$ cat src/hdl/asrs_pkg.sv
// constants and types for the asynchronous serial receiver sampler
// assumes a 20 MHz core clock and an 8-bit register port
package asrs_pkg;
  localparam int unsigned CLK_HZ     = 20_000_000;
  localparam int unsigned OVERSAMPLE = 16;
  localparam int unsigned FIFO_DEPTH = 32;
  localparam int unsigned FRAME_BITS = 10;
  // register offsets
  localparam logic [1:0] ADDR_STATUS = 2'h0;
  localparam logic [1:0] ADDR_DATA   = 2'h1;
  localparam logic [1:0] ADDR_CTL    = 2'h2;
  localparam logic [1:0] ADDR_BAUD   = 2'h3;
  // status bit positions
  localparam int unsigned ST_FULL_BIT = 0;
  localparam int unsigned ST_OVR_BIT  = 1;
  localparam int unsigned ST_NF_BIT   = 2;
  localparam int unsigned ST_FE_BIT   = 3;
  localparam int unsigned ST_IDLE_BIT = 4;
  localparam int unsigned ST_BUSY_BIT = 5;
  // serial_control_two bit positions
  localparam int unsigned CTL_SLEEP_BIT = 0;
  localparam int unsigned CTL_IWS_BIT   = 1;
  localparam int unsigned CTL_EN_BIT    = 2;
  // reset values
  localparam logic [7:0] CTL_RESET  = 8'h04;
  localparam logic [7:0] BAUD_RESET = 8'h0B;
  // sample slots
  localparam logic [4:0] SLOT_1  = 5'h01;
  localparam logic [4:0] SLOT_2  = 5'h02;
  localparam logic [4:0] SLOT_3  = 5'h03;
  localparam logic [4:0] SLOT_4  = 5'h04;
  localparam logic [4:0] SLOT_5  = 5'h05;
  localparam logic [4:0] SLOT_7  = 5'h07;
  localparam logic [4:0] SLOT_8  = 5'h08;
  localparam logic [4:0] SLOT_9  = 5'h09;
  localparam logic [4:0] SLOT_10 = 5'h0A;
  localparam logic [4:0] SLOT_13 = 5'h0D;
  localparam logic [4:0] SLOT_16 = 5'h10;
  localparam logic [3:0] STOP_IDX = 4'h9;
  localparam logic [7:0] IDLE_TICKS = 8'(OVERSAMPLE * FRAME_BITS);

  typedef enum logic [1:0] {
    ASRS_IDLE  = 2'b00,
    ASRS_START = 2'b01,
    ASRS_FRAME = 2'b10
  } asrs_state_t;

  typedef struct packed {
    logic       noise;
    logic [7:0] data;
  } asrs_char_t;
endpackage : asrs_pkg

$ cat src/hdl/asrs_rx.sv
// asynchronous serial receiver: 16x sampler, character fifo, receive buffer and flags
// assumes rx_in and the register port are synchronous to core_clk
//
// The implementer's own choices: the placing of the registers and strobed register access.
`timescale 1ns/100ps
module asrs_fifo #(
  parameter int unsigned WIDTH = 9,
  parameter int unsigned DEPTH = 32
) (
  input  wire logic             core_clk,
  input  wire logic             nrst,
  input  wire logic             in_valid,
  output logic                  in_ready,
  input  wire logic [WIDTH-1:0] in_data,
  output logic                  out_valid,
  input  wire logic             out_ready,
  output logic      [WIDTH-1:0] out_data
);
  localparam int unsigned AW = $clog2(DEPTH);
  logic [WIDTH-1:0] mem_ff [DEPTH];
  logic [AW-1:0]    wr_ff, nxt_wr, rd_ff, nxt_rd;
  logic [AW:0]      cnt_ff, nxt_cnt;
  logic             push, pop;
  assign in_ready  = (cnt_ff != (AW+1)'(DEPTH));
  assign out_valid = (cnt_ff != '0);
  assign out_data  = mem_ff[rd_ff];
  always_comb begin
    push    = in_valid && in_ready;
    pop     = out_valid && out_ready;
    nxt_wr  = push ? AW'(wr_ff + 1'b1) : wr_ff;
    nxt_rd  = pop ? AW'(rd_ff + 1'b1) : rd_ff;
    nxt_cnt = (AW+1)'(cnt_ff + {AW'(0), push} - {AW'(0), pop});
  end
  always_ff @(posedge core_clk or negedge nrst) begin
    if (!nrst) begin
      wr_ff  <= '0;
      rd_ff  <= '0;
      cnt_ff <= '0;
    end else begin
      wr_ff  <= nxt_wr;
      rd_ff  <= nxt_rd;
      cnt_ff <= nxt_cnt;
    end
  end
  // storage has no reset; only written entries are ever read
  always_ff @(posedge core_clk) begin
    if (push) begin
      mem_ff[wr_ff] <= in_data;
    end
  end
endmodule : asrs_fifo

module asrs_rx import asrs_pkg::*; (
  input  wire logic       core_clk,
  input  wire logic       nrst,
  input  wire logic       rx_in,
  input  wire logic [1:0] reg_addr,
  input  wire logic [7:0] reg_wdata,
  input  wire logic       reg_wr,
  input  wire logic       reg_rd,
  output logic      [7:0] reg_rdata
);
  logic [7:0]  div_ff, nxt_div;
  logic        tick;
  asrs_state_t state_ff, nxt_state;
  logic [4:0]  rt_ff, nxt_rt;
  logic [3:0]  idx_ff, nxt_idx;
  logic [2:0]  hist_ff, nxt_hist;
  logic [2:0]  votes_ff, nxt_votes;
  logic [7:0]  shreg_ff, nxt_shreg;
  logic        nz_ff, nxt_nz;
  logic [7:0]  idle_cnt_ff, nxt_idle_cnt;
  logic        idle_arm_ff, nxt_idle_arm;
  logic        done, stop_ok, brk, idle_evt, edge_seen, bit_val, bit_end;
  logic [1:0]  zeros;
  logic [7:0]  ctl_ff, nxt_ctl, baud_ff, nxt_baud, data_ff, nxt_data, rdata_ff, nxt_rdata;
  logic        full_ff, nxt_full, ovr_ff, nxt_ovr, nf_ff, nxt_nf;
  logic        fe_ff, nxt_fe, idle_ff, nxt_idle, armed_ff, nxt_armed;
  logic        sleep, rx_en, push, ovr_evt, fe_evt, load, clr, f_in_ready, f_out_valid;
  asrs_char_t  f_in, f_out;
  assign sleep     = ctl_ff[CTL_SLEEP_BIT];
  assign rx_en     = ctl_ff[CTL_EN_BIT];
  assign reg_rdata = rdata_ff;
  // 16x tick every baud_ff+1 clocks; >= so a smaller divisor never waits for a wrap
  always_comb begin
    tick    = (div_ff >= baud_ff);
    nxt_div = tick ? 8'h00 : 8'(div_ff + 1'b1);
  end
  always_comb begin
    nxt_state    = state_ff;
    nxt_rt       = rt_ff;
    nxt_idx      = idx_ff;
    nxt_hist     = hist_ff;
    nxt_votes    = votes_ff;
    nxt_shreg    = shreg_ff;
    nxt_nz       = nz_ff;
    nxt_idle_cnt = idle_cnt_ff;
    nxt_idle_arm = idle_arm_ff;
    done         = 1'b0;
    idle_evt     = 1'b0;
    edge_seen    = (hist_ff == 3'h7) && !rx_in;
    zeros        = 2'(!votes_ff[1]) + 2'(!votes_ff[0]) + 2'(!rx_in);
    bit_val      = (zeros < 2'h2);
    bit_end      = 1'b0;
    stop_ok      = 1'b0;
    brk          = 1'b0;
    if (!rx_en) begin
      nxt_state = ASRS_IDLE;
      nxt_hist  = 3'h0;
    end else if (tick) begin
      nxt_hist = {hist_ff[1:0], rx_in};
      case (state_ff)
        ASRS_IDLE: begin
          if (rx_in) begin
            if (idle_cnt_ff == IDLE_TICKS) begin
              idle_evt     = idle_arm_ff;
              nxt_idle_arm = 1'b0;
            end else begin
              nxt_idle_cnt = 8'(idle_cnt_ff + 1'b1);
            end
          end else begin
            nxt_idle_cnt = 8'h00;
          end
          if (edge_seen) begin
            nxt_state = ASRS_START;
            nxt_rt    = SLOT_2;
            nxt_nz    = 1'b0;
            nxt_votes = 3'h0;
          end
        end
        ASRS_START: begin
          nxt_rt = 5'(rt_ff + 1'b1);
          if (rt_ff == SLOT_3 || rt_ff == SLOT_5 || rt_ff == SLOT_7 ||
              rt_ff == SLOT_8 || rt_ff == SLOT_9 || rt_ff == SLOT_10) begin
            nxt_votes = {votes_ff[1:0], rx_in};
            nxt_nz    = nz_ff | rx_in;
          end
          // only slots 3,5,7 decide the start bit; later highs are noise only
          if (rt_ff == SLOT_7 && !bit_val == 1'b0) begin
            nxt_state = ASRS_IDLE;
            nxt_hist  = 3'h0;
          end
          if (rt_ff == SLOT_16) begin
            nxt_state = ASRS_FRAME;
            nxt_idx   = 4'h1;
            nxt_rt    = SLOT_1;
          end
        end
        ASRS_FRAME: begin
          if (rt_ff == SLOT_8 || rt_ff == SLOT_9) begin
            nxt_votes = {votes_ff[1:0], rx_in};
          end
          bit_end = (rt_ff == SLOT_16) || (edge_seen && rt_ff >= SLOT_13);
          if (rt_ff == SLOT_10) begin
            nxt_nz = nz_ff | (zeros != 2'h0 && zeros != 2'h3);
            if (idx_ff != STOP_IDX) begin
              nxt_shreg = {bit_val, shreg_ff[7:1]};
            end else begin
              done         = 1'b1;
              stop_ok      = bit_val;
              brk          = !bit_val && (shreg_ff == 8'h00);
              nxt_state    = ASRS_IDLE;
              nxt_hist     = brk ? 3'h0 : 3'h7;
              nxt_idle_cnt = 8'h00;
              nxt_idle_arm = 1'b1;
            end
          end
          if (rt_ff != SLOT_10 || idx_ff != STOP_IDX) begin
            if (bit_end) begin
              nxt_idx = 4'(idx_ff + 1'b1);
              nxt_rt  = edge_seen ? SLOT_2 : SLOT_1;
            end else if (edge_seen && rt_ff <= SLOT_4) begin
              nxt_rt = SLOT_2;
            end else begin
              nxt_rt = 5'(rt_ff + 1'b1);
            end
          end
        end
        default: begin
          nxt_state = ASRS_IDLE;
        end
      endcase
    end
  end
  always_ff @(posedge core_clk or negedge nrst) begin
    if (!nrst) begin
      div_ff      <= 8'h00;
      state_ff    <= ASRS_IDLE;
      rt_ff       <= SLOT_1;
      idx_ff      <= 4'h0;
      hist_ff     <= 3'h0;
      votes_ff    <= 3'h0;
      shreg_ff    <= 8'h00;
      nz_ff       <= 1'b0;
      idle_cnt_ff <= 8'h00;
      idle_arm_ff <= 1'b0;
    end else begin
      div_ff      <= nxt_div;
      state_ff    <= nxt_state;
      rt_ff       <= nxt_rt;
      idx_ff      <= nxt_idx;
      hist_ff     <= nxt_hist;
      votes_ff    <= nxt_votes;
      shreg_ff    <= nxt_shreg;
      nz_ff       <= nxt_nz;
      idle_cnt_ff <= nxt_idle_cnt;
      idle_arm_ff <= nxt_idle_arm;
    end
  end
  // fifo sits between the shifter and the buffer; its fill level is the overrun margin
  asrs_fifo #(
    .WIDTH ($bits(asrs_char_t)),
    .DEPTH (FIFO_DEPTH)
  ) u_fifo (
    .core_clk  (core_clk),
    .nrst      (nrst),
    .in_valid  (push),
    .in_ready  (f_in_ready),
    .in_data   (f_in),
    .out_valid (f_out_valid),
    .out_ready (!full_ff),
    .out_data  (f_out)
  );
  always_comb begin
    f_in.noise = nz_ff;
    f_in.data  = shreg_ff;
    ovr_evt    = done && !sleep && !fe_ff && !f_in_ready;
    push       = done && !sleep && !fe_ff && f_in_ready;
    fe_evt     = done && !sleep && !stop_ok;
    load       = f_out_valid && !full_ff;
    clr        = reg_rd && (reg_addr == ADDR_DATA) && armed_ff;
    nxt_armed  = armed_ff;
    if (reg_rd && reg_addr == ADDR_STATUS) begin
      nxt_armed = full_ff | ovr_ff | fe_ff | idle_ff;
    end else if (reg_rd && reg_addr == ADDR_DATA) begin
      nxt_armed = 1'b0;
    end
    // hardware sets win over the software clear
    nxt_full = load | (full_ff & ~clr);
    nxt_ovr  = ovr_evt | (ovr_ff & ~clr);
    nxt_nf   = (load & f_out.noise) | (nf_ff & ~clr);
    nxt_fe   = fe_evt | (fe_ff & ~clr);
    nxt_idle = (idle_evt & (!sleep | ctl_ff[CTL_IWS_BIT])) | (idle_ff & ~clr);
    nxt_data = load ? f_out.data : data_ff;
    nxt_ctl  = ctl_ff;
    nxt_baud = baud_ff;
    if (reg_wr && reg_addr == ADDR_CTL) begin
      nxt_ctl = reg_wdata & 8'h07;
    end else if (idle_evt && ctl_ff[CTL_IWS_BIT]) begin
      nxt_ctl[CTL_SLEEP_BIT] = 1'b0;
    end
    if (reg_wr && reg_addr == ADDR_BAUD) begin
      nxt_baud = reg_wdata;
    end
    nxt_rdata = 8'h00;
    if (reg_rd) begin
      case (reg_addr)
        ADDR_STATUS: begin
          nxt_rdata[ST_FULL_BIT] = full_ff;
          nxt_rdata[ST_OVR_BIT]  = ovr_ff;
          nxt_rdata[ST_NF_BIT]   = nf_ff;
          nxt_rdata[ST_FE_BIT]   = fe_ff;
          nxt_rdata[ST_IDLE_BIT] = idle_ff;
          nxt_rdata[ST_BUSY_BIT] = (state_ff != ASRS_IDLE);
        end
        ADDR_DATA: nxt_rdata = data_ff;
        ADDR_CTL:  nxt_rdata = ctl_ff;
        ADDR_BAUD: nxt_rdata = baud_ff;
        default:   nxt_rdata = 8'h00;
      endcase
    end
  end
  always_ff @(posedge core_clk or negedge nrst) begin
    if (!nrst) begin
      full_ff  <= 1'b0;
      ovr_ff   <= 1'b0;
      nf_ff    <= 1'b0;
      fe_ff    <= 1'b0;
      idle_ff  <= 1'b0;
      armed_ff <= 1'b0;
      data_ff  <= 8'h00;
      ctl_ff   <= CTL_RESET;
      baud_ff  <= BAUD_RESET;
      rdata_ff <= 8'h00;
    end else begin
      full_ff  <= nxt_full;
      ovr_ff   <= nxt_ovr;
      nf_ff    <= nxt_nf;
      fe_ff    <= nxt_fe;
      idle_ff  <= nxt_idle;
      armed_ff <= nxt_armed;
      data_ff  <= nxt_data;
      ctl_ff   <= nxt_ctl;
      baud_ff  <= nxt_baud;
      rdata_ff <= nxt_rdata;
    end
  end
endmodule : asrs_rx

$ cat config.mk
export PLATFORM = sky130hd
export DESIGN_NAME = asrs_rx
export DESIGN_NICKNAME = d
export VERILOG_FILES = /design/src/hdl/asrs_pkg.sv /design/src/hdl/asrs_rx.sv
export SDC_FILE = /design/constraint.sdc
export NUM_CORES = 1
export LEC_CHECK = 0
export BUFFER_PORTS_ARGS = -buffer_cell sky130_fd_sc_hd__buf_2
export CORE_ASPECT_RATIO = 1.25
export CORE_MARGIN = 2
export CORE_UTILIZATION = 63
export DETAILED_ROUTE_END_ITERATION = 8
export PLACE_DENSITY = 0.83
export SLEW_MARGIN = 40
export SYNTH_ARGS = -nofsm -noshare
export SYNTH_HDL_FRONTEND = slang
export SYNTH_SLANG_ARGS = --single-unit
export TNS_END_PERCENT = 1
$ cat constraint.sdc
create_clock -name core_clk -period 4 [get_ports core_clk]
set_clock_uncertainty 0.15 [all_clocks]
set_input_delay 0.8 -clock core_clk [delete_from_list [all_inputs] [get_ports core_clk]]
set_output_delay 0.8 -clock core_clk [all_outputs]
set_load 0.01 [all_outputs]
---- After elaboration in Yosys (flattened, before gate mapping) ----
Memory sizes are Yosys's and may differ from the RTL's.
Cells that the tools add are included.
storage, ports and cells
  memories kept ........................... 1
  output and inout bits ................... 8
  input bits .............................. 15
  bits in writable memories ............... 288
  bits in registers ....................... 91
  word-level logic and storage cells ...... 216
cells by class
  mux-type cells .......................... 69
  bitwise logic cells ..................... 19
  reduce and logical (&&, ||, !) cells .... 55
  add/subtract/negate cells ............... 10
  equality and inequality tests ........... 34
  magnitude comparators ................... 4
memory list
  name           words  bits a word  rd ports  clocked after Yosys merged registers in  wr ports  line           RTL
  u_fifo.mem_ff  32     9            1         0                                        1         asrs_rx.sv:20  logic [WIDTH-1:0] mem_ff [DEPTH];
operators by type and width
  kind                                                  count
  2-to-1 mux 8 bit                                      6
  2-to-1 mux 1 bit                                      28
  2-to-1 mux 5 bit                                      5
  inequality test 2 bit (second input constant)         12
  case mux 6 bit (4 select lines)                       1
  AND reduction 6 bit                                   4
  2-to-1 mux 2 bit                                      11
  logical AND 1 bit                                     19
  2-to-1 mux 3 bit                                      6
  adder 8 x 1 -> 8 bit (second input constant)          2
  case mux 8 bit (2 select lines)                       1
  adder 5 x 1 -> 5 bit (second input constant)          3
  equality test 5 x 4 -> 1 bit (second input constant)  3
  case mux 5 bit (3 select lines)                       1
  AND reduction 5 bit                                   3
  2-to-1 mux 4 bit                                      3
  inequality test 3 bit (second input constant)         4
  case mux 2 bit (3 select lines)                       2
  nonzero test 2 bit                                    6
  OR 1 bit                                              11
  equality test 5 x 3 -> 1 bit (second input constant)  2
  zero test 1 bit                                       9
  equality test 8 bit (second input constant)           1
  greater-or-equal comparator 8 bit                     1
  29 further kinds                                      47

---- Depth between registers and ports, before layout ----
Gate-level depths: netlist of run 1.
  word-level depth ........................ 12
  mapped depth ............................ 16
  gate-level depth less buffers ........... 15

---- Hierarchy ----
Synthesis of run 1 repeated with hierarchy kept, for this count alone.
second synthesis, totals
  cells, all modules ...................... 986
  area, all modules ....................... 16,330.7 um^2
by module, submodules not included
  module     seq. area each (um^2)  times used  area an instance (um^2)  cells an instance
  asrs_fifo  9,048.7                1           12,241.7                 602
  asrs_rx    1,883.1                1           4,088.9                  384

---- Worst setup path after synthesis of run 1 ----
Ideal clock, no wire load.
  path type ............................... flip-flop to flip-flop
  start point ............................. reg u_fifo.cnt_ff[2]
  end point ............................... reg u_fifo.cnt_ff[4]
  setup time .............................. 122 ps
  buffers on the path ..................... 1
  slack ................................... 1,021 ps
  required time ........................... 3,728 ps
  cell stages (with the launch flop) ...... 16
  arrival time ............................ 2,706 ps
  clock period less this slack ............ 2,979 ps
  cells stage by stage .................... dfrtp_1 -> inv_1 -> ha_1 -> nor3b_1 -> a21oi_1 -> clkbuf_1 -> ha_1 -> inv_1 -> ha_1 -> inv_1 -> fa_1 -> inv_1 -> a21oi_1 -> nor2_1 -> nor2_1 -> xnor2_1
on the way
  elaborated cells on any way between the ends .. 7
  classes of those cells .................. 2 x add/sub; 1 x eq/ne; 4 x reduce/logical
RTL lines
  item                       line           RTL
  start, declared            asrs_rx.sv:22  logic [AW:0] cnt_ff, nxt_cnt;
  start signal, assigned     asrs_rx.sv:42  cnt_ff <= nxt_cnt;
  nonzero test 6 bit         asrs_rx.sv:25  assign out_valid = (cnt_ff != '0);
  logical AND 1 bit          -
  via load                   asrs_rx.sv:79  logic sleep, rx_en, push, ovr_evt, fe_evt, load, clr, f_in_ready, f_out_valid;
  subtractor 6 x 1 -> 6 bit  asrs_rx.sv:32  nxt_cnt = (AW+1)'(cnt_ff + {AW'(0), push} - {AW'(0), pop});
  via u_fifo.nxt_cnt[4]      asrs_rx.sv:22
The timed path passes the listed nets, and every way through them passes these cells.
A chain may end at the register's enable or synchronous reset.

---- Worst setup path in the final report of run 1 ----
  start point ............................. reg state_ff[0]
  end point ............................... reg u_fifo.cnt_ff[4]
on the way
  word-level cells in the longest chain between the ends .. 10
ends and longest elaborated chain
  item                             line            RTL
  start, declared                  asrs_rx.sv:65   asrs_state_t state_ff, nxt_state;
  start signal, assigned           asrs_rx.sv:199  state_ff <= nxt_state;
  equality test 2 bit              asrs_rx.sv:112  case (state_ff)
  2-to-1 mux 1 bit                 asrs_rx.sv:112
  2-to-1 mux 1 bit                 asrs_rx.sv:110  end else if (tick) begin
  2-to-1 mux 1 bit                 asrs_rx.sv:107  if (!rx_en) begin
  logical AND 1 bit (3 in series)  asrs_rx.sv:228  push = done && !sleep && !fe_ff && f_in_ready;
  logical AND 1 bit                asrs_rx.sv:28   push = in_valid && in_ready;
  via u_fifo.push                  asrs_rx.sv:23   logic push, pop;
  adder 6 x 1 -> 6 bit             asrs_rx.sv:32
  subtractor 6 x 1 -> 6 bit        asrs_rx.sv:32
  via u_fifo.nxt_cnt[4]            asrs_rx.sv:22
The timed path passes the listed nets, and every way through them passes these cells.

==> results by stage, run 1 <==
Timing:
- The shortest clock period the worst path allows after layout is 3.33 ns.
- The final max-slew violation count is 0.
- The final critical path takes up 83.3% of the cycle.
- Across all setup checks in the final design, the least slack found is 0.666 ns.
- The relative slew slack is 49.0%.
- The number of hold violations in the final report is 0.
- The count of endpoints failing setup in the final report is 0.
- Setup repair after global routing left no endpoint under its margin.
- For the final routed database, the setup TNS stands at 0 ns.
- Derived from the worst setup path, the maximum achievable clock frequency is 300 MHz.
- The slew at the pin closest to its max-slew limit is 0.762 ns.

Floorplanning:
- The y dimension of the die is 182 microns.
- The initial utilization of the core area, before any placement, comes to 63.9%.
- The die covers 26800 sq um.
- The core region is 25100 sq um.
- In this run the core area contains 65 standard-cell rows.
- Pin placement for this block handled 23 I/O pins.
- The horizontal extent of the die is 147 microns.

Critical path:
- Along the worst path, the maximum fanout reaches 18.
- By startpoint and endpoint, the worst setup path is classified as flop to flop.
- Together, buffers and inverters on the worst path number 4.
- Walking the worst path, the cells encountered are inv_1 > ha_1 > nand4_2 > nor2_4 > nand3_1 > inv_1 > ha_1 > inv_1 > fa_1 > inv_1 > a21oi_1 > nor2_1 > nor2_1 > xnor2_1.
- The worst setup path is launched from a flop.
- The critical path's slowest cell is ha_1.
- On the worst path, the slowest cell contributes a delay of 0.55 ns.
- Data on the critical path is required at its endpoint by 4.26 ns.
- The category of cells accounting for the largest share of critical-path delay is adder cells.
- The cell with the most instances on the worst path is inv_1.
- The worst setup path is captured at a flop.
- Data arrives at the worst endpoint at 3.59 ns.

Clock network:
- The maximum clock path buffer count is 3.
- For the worst-skew pair, the clock arrives at the later sink with an insertion delay of 0.53 ns.
- Buffers added to address setup during post-CTS repair amount to 0.
- TritonCTS built the clock tree.
- The root buffer cell is clkbuf_16.
- The number of buffers created by CTS is 37.
- Clock tree synthesis found a total of 379 sinks.
- The post-cts sizing count is 0.
- The number of hold-repair buffers added at the cts stage is 0.
- The H-tree generated during clock tree synthesis spans 2 levels.
- The clock slew at the register clock pins of the worst setup and hold paths is 0.06 ns.

Routing:
- The detailed router placed 9040 vias in this run.
- The final layout contains routed wiring with a total length of 34700 microns.
- Once detail routing completed, the nets flagged for antenna violations numbered 0.
- The detailed-route wire length per cell is 25.1 microns.
- The detailed router's first-iteration violation count is 888.
- The detailed-route vias per instance is 6.55.
- The post-route DRC violation count is 0.
- The number of detailed-route iterations in the first pass is 5.

Power:
- In this run the static leakage power is 5.90 nW.
- The clock network power share is 42.1%.
- The proportion of total power due to net switching is 21.4%.
- The power dissipated by switching net loads is 1.74 mW.
- Per report_power, the combinational group accounts for 4.4% of the total.
- IR analysis of the VDD net gives a maximum drop of 0.421 mV.
- The design internal power is 6.40 mW.
- The total power per unit cell area is 454 nW/um^2.
- The part of the total power dissipated in sequential elements is 53.5%.

Hold path:
- The tightest min-delay check is of the input pin to asynchronous set/reset pin type.

GRT:
- In the global route stage, overall resource usage came out at 26.5%.
- Entering global routing, the biggest net connects 79 pins.
- The initial antenna violation count is 0.
- The total global routing overflow is 0.
- The number of global-route vias before repair was 9327.
- The first global-routing pass estimated 54000 microns of wire.

Cells and area:
- The number of inserted filler cells in the final layout is 1500.
- For this run, the post-layout net count is 1073.
- The area growth from synthesis to layout is 11.8%.
- Cells with a size suffix above 1 make up 23.5% of the layout.
- The register area is 10900 sq um.
- The cell area after layout is 17900 sq um.
- 0 antenna diodes ended up in the layout.
- The utilization after layout is 71.4%.
- The number of standard cells in the layout, taps in and fillers out is 1380.
- The area taken by multi-input logic gates is 4790 sq um.

Job:
- Max-cap violations in this run came to 0.

Logic synthesis:
- The number of nets produced by synthesis is 1010.
- The average cell area after synthesis is 16.8 sq um.
- The leading area contributor after synthesis is edfxtp_1.
- The register area share after synthesis is 68.1%.
- Sorting the synthesized cells by area gives the leading types as edfxtp_1, dfrtp_1, mux4_2, ha_1, nor2_1.
- The synthesized netlist occupies a cell area of 16000 sq um.
- The async set or reset register ratio after synthesis is 24.0%.
- The most used flip-flop cell after synthesis is edfxtp_1.
- Synthesis instantiated 76 different standard cells from the library.
- The most common cell in the netlist is edfxtp_1.
- After synthesis the netlist holds a flip-flop and latch count of 379.
- The number of enable flip-flop cells after synthesis is 288.
- The Yosys step of the flow raised 0 warnings.
- By count the netlist is led by edfxtp_1, dfrtp_1, mux4_2.
- The fraction of post-synthesis cell area in the top cell type by area is 53.9%.
- The gate count after technology mapping is 957.

Placement:
- The number of placed instances, taps included, is 1316.
- Routability-driven placement finished with a final weighted congestion of 0.893.
- OpenSTA, run right after detailed placement, puts the worst setup slack at 0.708 ns.
- The half-perimeter wire length after placement is 21300 microns.
- In this run the tool buffered the top-level ports with 22 buffer cells.
- The placed instance area is 16700 sq um.

Outcome:
- The run finished with clean final reports.
==> routing by layer <==
metal | vias up | global-route usage, % | routed length (microns) | part of all wire (%)
li1 | 3892 | - | - | -
met1 | 4633 | 34.1 | 13100 | 38
met2 | 440 | 47.0 | 18200 | 53
met3 | 75 | 4.03 | 2300 | 6.6
met4 | 0 | 8.39 | 1070 | 3.1
met5 | - | 0 | 0 | 0
==> worst paths after layout <==
path | cells after the start | endpoint | slack [ns] | from
worst max-delay path | 14 | u_fifo.cnt_ff[4] | 0.67 | state_ff[0]
worst min-delay path | 1 | u_fifo.cnt_ff[5] | 0.15 | nrst
worst max register to register | 14 | u_fifo.cnt_ff[4] | 0.67 | state_ff[0]
worst min register to register | 1 | idle_cnt_ff[7] | 0.33 | idle_cnt_ff[7]
max in group asynchronous | 2 | baud_ff[5] | 2.90 | nrst
min in group core_clk | 1 | idle_cnt_ff[7] | 0.33 | idle_cnt_ff[7]
==> cell families (layout without fill, tap and decap cells) <==
kind of cell / Yosys count / count (layout) / share of synthesized area, %
compound gates: 126 / 126 / 5.42
buf+inv: 81 / 169 / 2.09
flops: 379 / 379 / 68.1
xor+xnor: 21 / 21 / 1.15
simple gates: 198 / 198 / 6.74
mux: 114 / 114 / 13.4
fa+ha+maj: 38 / 38 / 3.06
==> power groups by stage <==
stage / combinational [mW] / clock [mW] / sequential, mW
3_5_place_dp: 0.356 / 0 / 4.44
5_1_grt: 0.406 / 3.60 / 4.37
4_1_cts: 0.357 / 3.45 / 4.36
3_3_place_gp: 0.340 / 0 / 4.43
6_report: 0.359 / 3.42 / 4.36
2_1_floorplan: 0.264 / 0 / 4.41
==> sequential cells by signal, summed over array words and instances, names as in the netlist, 6 cells and up <==
name and count:
data_ff 8, u_fifo.cnt_ff 6, u_fifo.mem_ff 288, baud_ff 8
reg_rdata 8, div_ff 8, shreg_ff 8, idle_cnt_ff 8
==> per-stage QoR <==
stage / total power [mW] / hold WS, ns
3_3_place_gp: 4.77 / 0.312
2_1_floorplan: 4.68 / 0.293
3_5_place_dp: 4.79 / 0.320
6_report: 8.14 / 0.152
4_1_cts: 8.17 / 0.181
5_1_grt: 8.38 / 0.203
==> area by class of cell <==
type	count	share of cell area, %
Timing Repair Buffer	64	2.54
Clock buffer	44	5.54
Clock inverter	20	1.11
Sequential cell	379	60.9
Multi-Input combinational cell	497	26.7
Tap cell	335	2.34
Inverter	41	0.858
==> placed cells by master (no fill, tap or decap), drive strengths merged, types with 5 or more instances in the layout <==
| master | synthesis | routed |
|---|---|---|
| nand2 | 28 | 28 |
| o31ai | 13 | 13 |
| nor2 | 64 | 64 |
| or3b | 5 | 5 |
| clkbuf | 17 | 44 |
| edfxtp | 288 | 288 |
| nand3b | 9 | 9 |
| dfrtp | 86 | 86 |
| nand2b | 9 | 9 |
| o22ai | 34 | 34 |
| and2 | 8 | 8 |
| and3 | 8 | 8 |
| clkinv | 0 | 15 |
| xor2 | 7 | 7 |
| mux4 | 76 | 76 |
| buf | 23 | 64 |
| o21ai | 22 | 22 |
| nor3 | 6 | 6 |
| nand4 | 9 | 9 |
| a31oi | 8 | 8 |
| xnor2 | 14 | 14 |
| nand3 | 21 | 21 |
| mux2 | 29 | 29 |
| nor4 | 12 | 12 |
| dfstp | 5 | 5 |
| mux2i | 9 | 9 |
| inv | 41 | 42 |
| ha | 36 | 36 |
| a21oi | 16 | 16 |
Note: power is estimated with default switching activity, not from simulation.
==> run 2, diff against run 1 <==
Settings changed: CORE_UTILIZATION 63 to 57, PLACE_DENSITY 0.83 to 0.79.
Clock period 4 ns to 2.85 ns, I/O delays scaled along.
==> run 2 against run 1 <==
The flow now finishes with violations (setup timing). Sequential power rose by 40%. Wire length fell by 0.77%. Final area rose by 3.4%. First-iteration DRC count rose by 2.6%. Clock power rose by 39%. Power rose by 42%. Hold slack got worse by 0.027 ns. Sequential cell count did not move. Register-to-register slack got worse by 0.68 ns. Fmax rose by 16%.
==> results by stage, run 2 (synthesis gave the netlist of run 1 again) <==
Hold path:
- The class of the tightest hold or removal check is input pin to flop (was input pin to asynchronous set/reset pin).

Timing:
- The count of endpoints failing setup in the final report is 9 (was 0).
- The final setup slack of the worst path is -0.0128 ns (was 0.666 ns).
- Unrepaired setup endpoints after global routing: yes (was no).
- The slew at the pin closest to its max-slew limit is 0.702 ns (was 0.762 ns).
- The number of hold violations in the final report is 0 (unchanged).
- The portion of the clock cycle consumed by the worst path in the final layout came to 100% (was 83.3%).
- The upper clock frequency limit was 349 MHz (was 300 MHz).
- The relative slew slack is 52.8% (was 49.0%).
- The shortest clock period the worst path allows after layout is 2.86 ns (was 3.33 ns).
- The final max-slew violation count is 0 (unchanged).
- The final total negative setup slack is -0.0668 ns (was 0 ns).

Routing:
- The count of vias placed by the detailed router came to 8965 (was 9040).
- The post-route DRC violation count was 0 (unchanged).
- The detailed-route vias per instance is 6.20 (was 6.55).
- The remaining antenna violation count was 0 (unchanged).
- The detailed-route wire length per cell is 23.8 microns (was 25.1 microns).
- The total routed wirelength is 34400 microns (was 34700 microns).
- The number of detailed-route iterations in the first pass is 7 (was 5).
- The detailed router's first-iteration violation count is 911 (was 888).

Clock network:
- The clock latency on the worst-skew pair is 0.53 ns (about the same).
- The number of clock sinks seen by CTS was 379 (unchanged).
- The maximum clock path buffer count is 3 (unchanged).
- The clock slew at the register clock pins of the worst setup and hold paths is 0.06 ns (about the same).
- The number of levels in the clock H-tree is 2 (unchanged).
- The root buffer cell is clkbuf_16 (unchanged).
- The number of buffers created by CTS is 37 (unchanged).
- The CTS tree is yes (unchanged).

Critical path:
- The classification of the worst setup path is flop to flop (unchanged).
- The type of element launching the critical path is a flop (unchanged).
- The signal arrival time at the worst endpoint is 2.99 ns (was 3.59 ns).
- The critical path required time is 2.98 ns (was 4.26 ns).
- The peak fanout along the critical path came to 9 (was 18).
- The critical path endpoint category is a flop (unchanged).

Power:
- The peak ir drop on the vdd network is 0.557 mV (was 0.421 mV).
- The total power per unit cell area is 625 nW/um^2 (was 454 nW/um^2).
- The leakage power total came to 6.16 nW (was 5.90 nW).

Placement:
- The half-perimeter wire length after placement is 21300 microns (about the same).
- The total of buffers placed on input and output ports was 22 (unchanged).
- The final weighted congestion in routability-driven placement came to 0.864 (was 0.893).

Cells and area:
- The most frequent standard cell in the layout excluding fill and tap cells is edfxtp_1 (unchanged).
- The utilization after layout is 67.1% (was 71.4%).
- Top library cells by usage in the layout, fill and taps aside: edfxtp_1, dfrtp_1, buf_4 (was edfxtp_1, dfrtp_1, mux4_2).
- The fraction of layout cells with a size suffix above 1 came to 30.2% (was 23.5%).
- The number of nets in the layout came to 1120 (was 1073).
- The number of inserted filler cells in the final layout is 1765 (was 1500).
- The number of flip-flops under the largest register name is 288 (unchanged).
- The antenna diode instance count was 0 (unchanged).
- The register name with the most flops is u_fifo.mem_ff (unchanged).
- The post-synthesis to final-layout area growth is 15.6% (was 11.8%).

Outcome:
- The final reports fail on setup timing.
- Status: complete, but fails checks (was finished, final reports clean).

GRT:
- The global router's overall resource usage was 24.2% (was 26.5%).
- The total global routing overflow is 0 (unchanged).
- The number of global-route vias before repair is 9488 (was 9327).
- The maximum number of pins on one net before global-route repair is 54 (was 79).
- The global-route wire length before repair is 54200 microns (was 54000 microns).
- The initial antenna violation count is 0 (unchanged).

Floorplanning:
- The effective utilization at floorplan is 58.0% (was 63.9%).
- The horizontal extent of the die is 154 microns (was 147 microns).
- The total die area is 29500 sq um (was 26800 sq um).
- The y dimension of the die is 192 microns (was 182 microns).
- The count of boundary I/O pins was 23 (unchanged).
- The area of the core is 27700 sq um (was 25100 sq um).
- The placement row count came to 68 (was 65).

Job:
- The number of max-cap violations is 0 (unchanged).
==> run 2: cell count changes in the layout (fill, tap and decap cells not counted), sizes merged <==
| cell | delta |
|---|---|
| clkinvlp | +5 |
| dlygate4sd3 | +1 |
| buf | +46 |
| bufinv | -1 |
| clkinv | +3 |
| clkbuf | -3 |
==> run 2: cell type report <==
| type | count | area (sq um) | share of cell area [%] |
|---|---|---|---|
| multi-input combinational | 497 | 4970 | 26.8 |
| clock buffer | 41 | 972 | 5.24 |
| tap | 350 | 438 | 2.36 |
| sequential | 379 | 10900 | 58.9 |
| clock inverter | 27 | 231 | 1.25 |
| inverter | 41 | 154 | 0.829 |
| timing repair buffer | 111 | 852 | 4.59 |
==> run 2: final timing paths <==
path | cells after the start | to | slack [ns] | from
worst max-delay path | 11 | u_fifo.mem_ff[10][5] | -0.01 | baud_ff[0]
worst min-delay path | 2 | baud_ff[6] | 0.12 | reg_wdata[6]
worst max register to register | 11 | u_fifo.mem_ff[10][5] | -0.01 | baud_ff[0]
worst min register to register | 1 | idle_cnt_ff[7] | 0.34 | idle_cnt_ff[7]
max in group asynchronous | 3 | ctl_ff[2] | 1.38 | nrst
min in group asynchronous | 2 | div_ff[6] | 0.41 | nrst
==> run 2: timing repair <==
action	in CTS	in global routing
resized for setup	22	26
pin swaps	3	9
hold buffers	1	0
setup buffers	6	5
setup endpoints to repair	182	238
endpoints found under the hold margin	35	0
==> run 2: worst max-delay path, stage by stage, from the launching register on <==
cell and delay (ns):
dfstp_2 0.55, ha_4 0.19, nand2b_4 0.12, a2111o_1 0.38
a32o_2 0.30, buf_12 0.14, buf_4 0.12, buf_4 0.13
nand4_4 0.13, buf_4 0.15, nor2_1 0.04, buf_4 0.17
==> run 2: metrics by stage <==
step | hold WS (ns) | instances | total power [mW] | worst slack [ns] | cell area (sq um)
global route | 0.119 | 1446 | 12.0 | -0.113 | 18600
detailed placement | 0.327 | 1366 | 6.85 | -0.129 | 17100
global placement | 0.328 | 1366 | 6.82 | -0.0855 | 17100
floorplan | 0.124 | 957 | 6.57 | 0.00759 | 16100
finish | 0.125 | 1446 | 11.6 | -0.0128 | 18600
CTS | 0.108 | 1441 | 11.6 | -0.115 | 18400
==> run 2: per-layer routing <==
metal	share of wire, %	GRT usage, %
met5	0	0
met4	3.6	9.38
met3	5.9	4.31
met2	52	42.4
met1	39	30.3
==> run 2: power by group <==
part           internal, mW  switching (mW)  total [mW]
clock network          2.68            2.06        4.75
logic                 0.374           0.372       0.746
registers              6.00           0.105        6.10
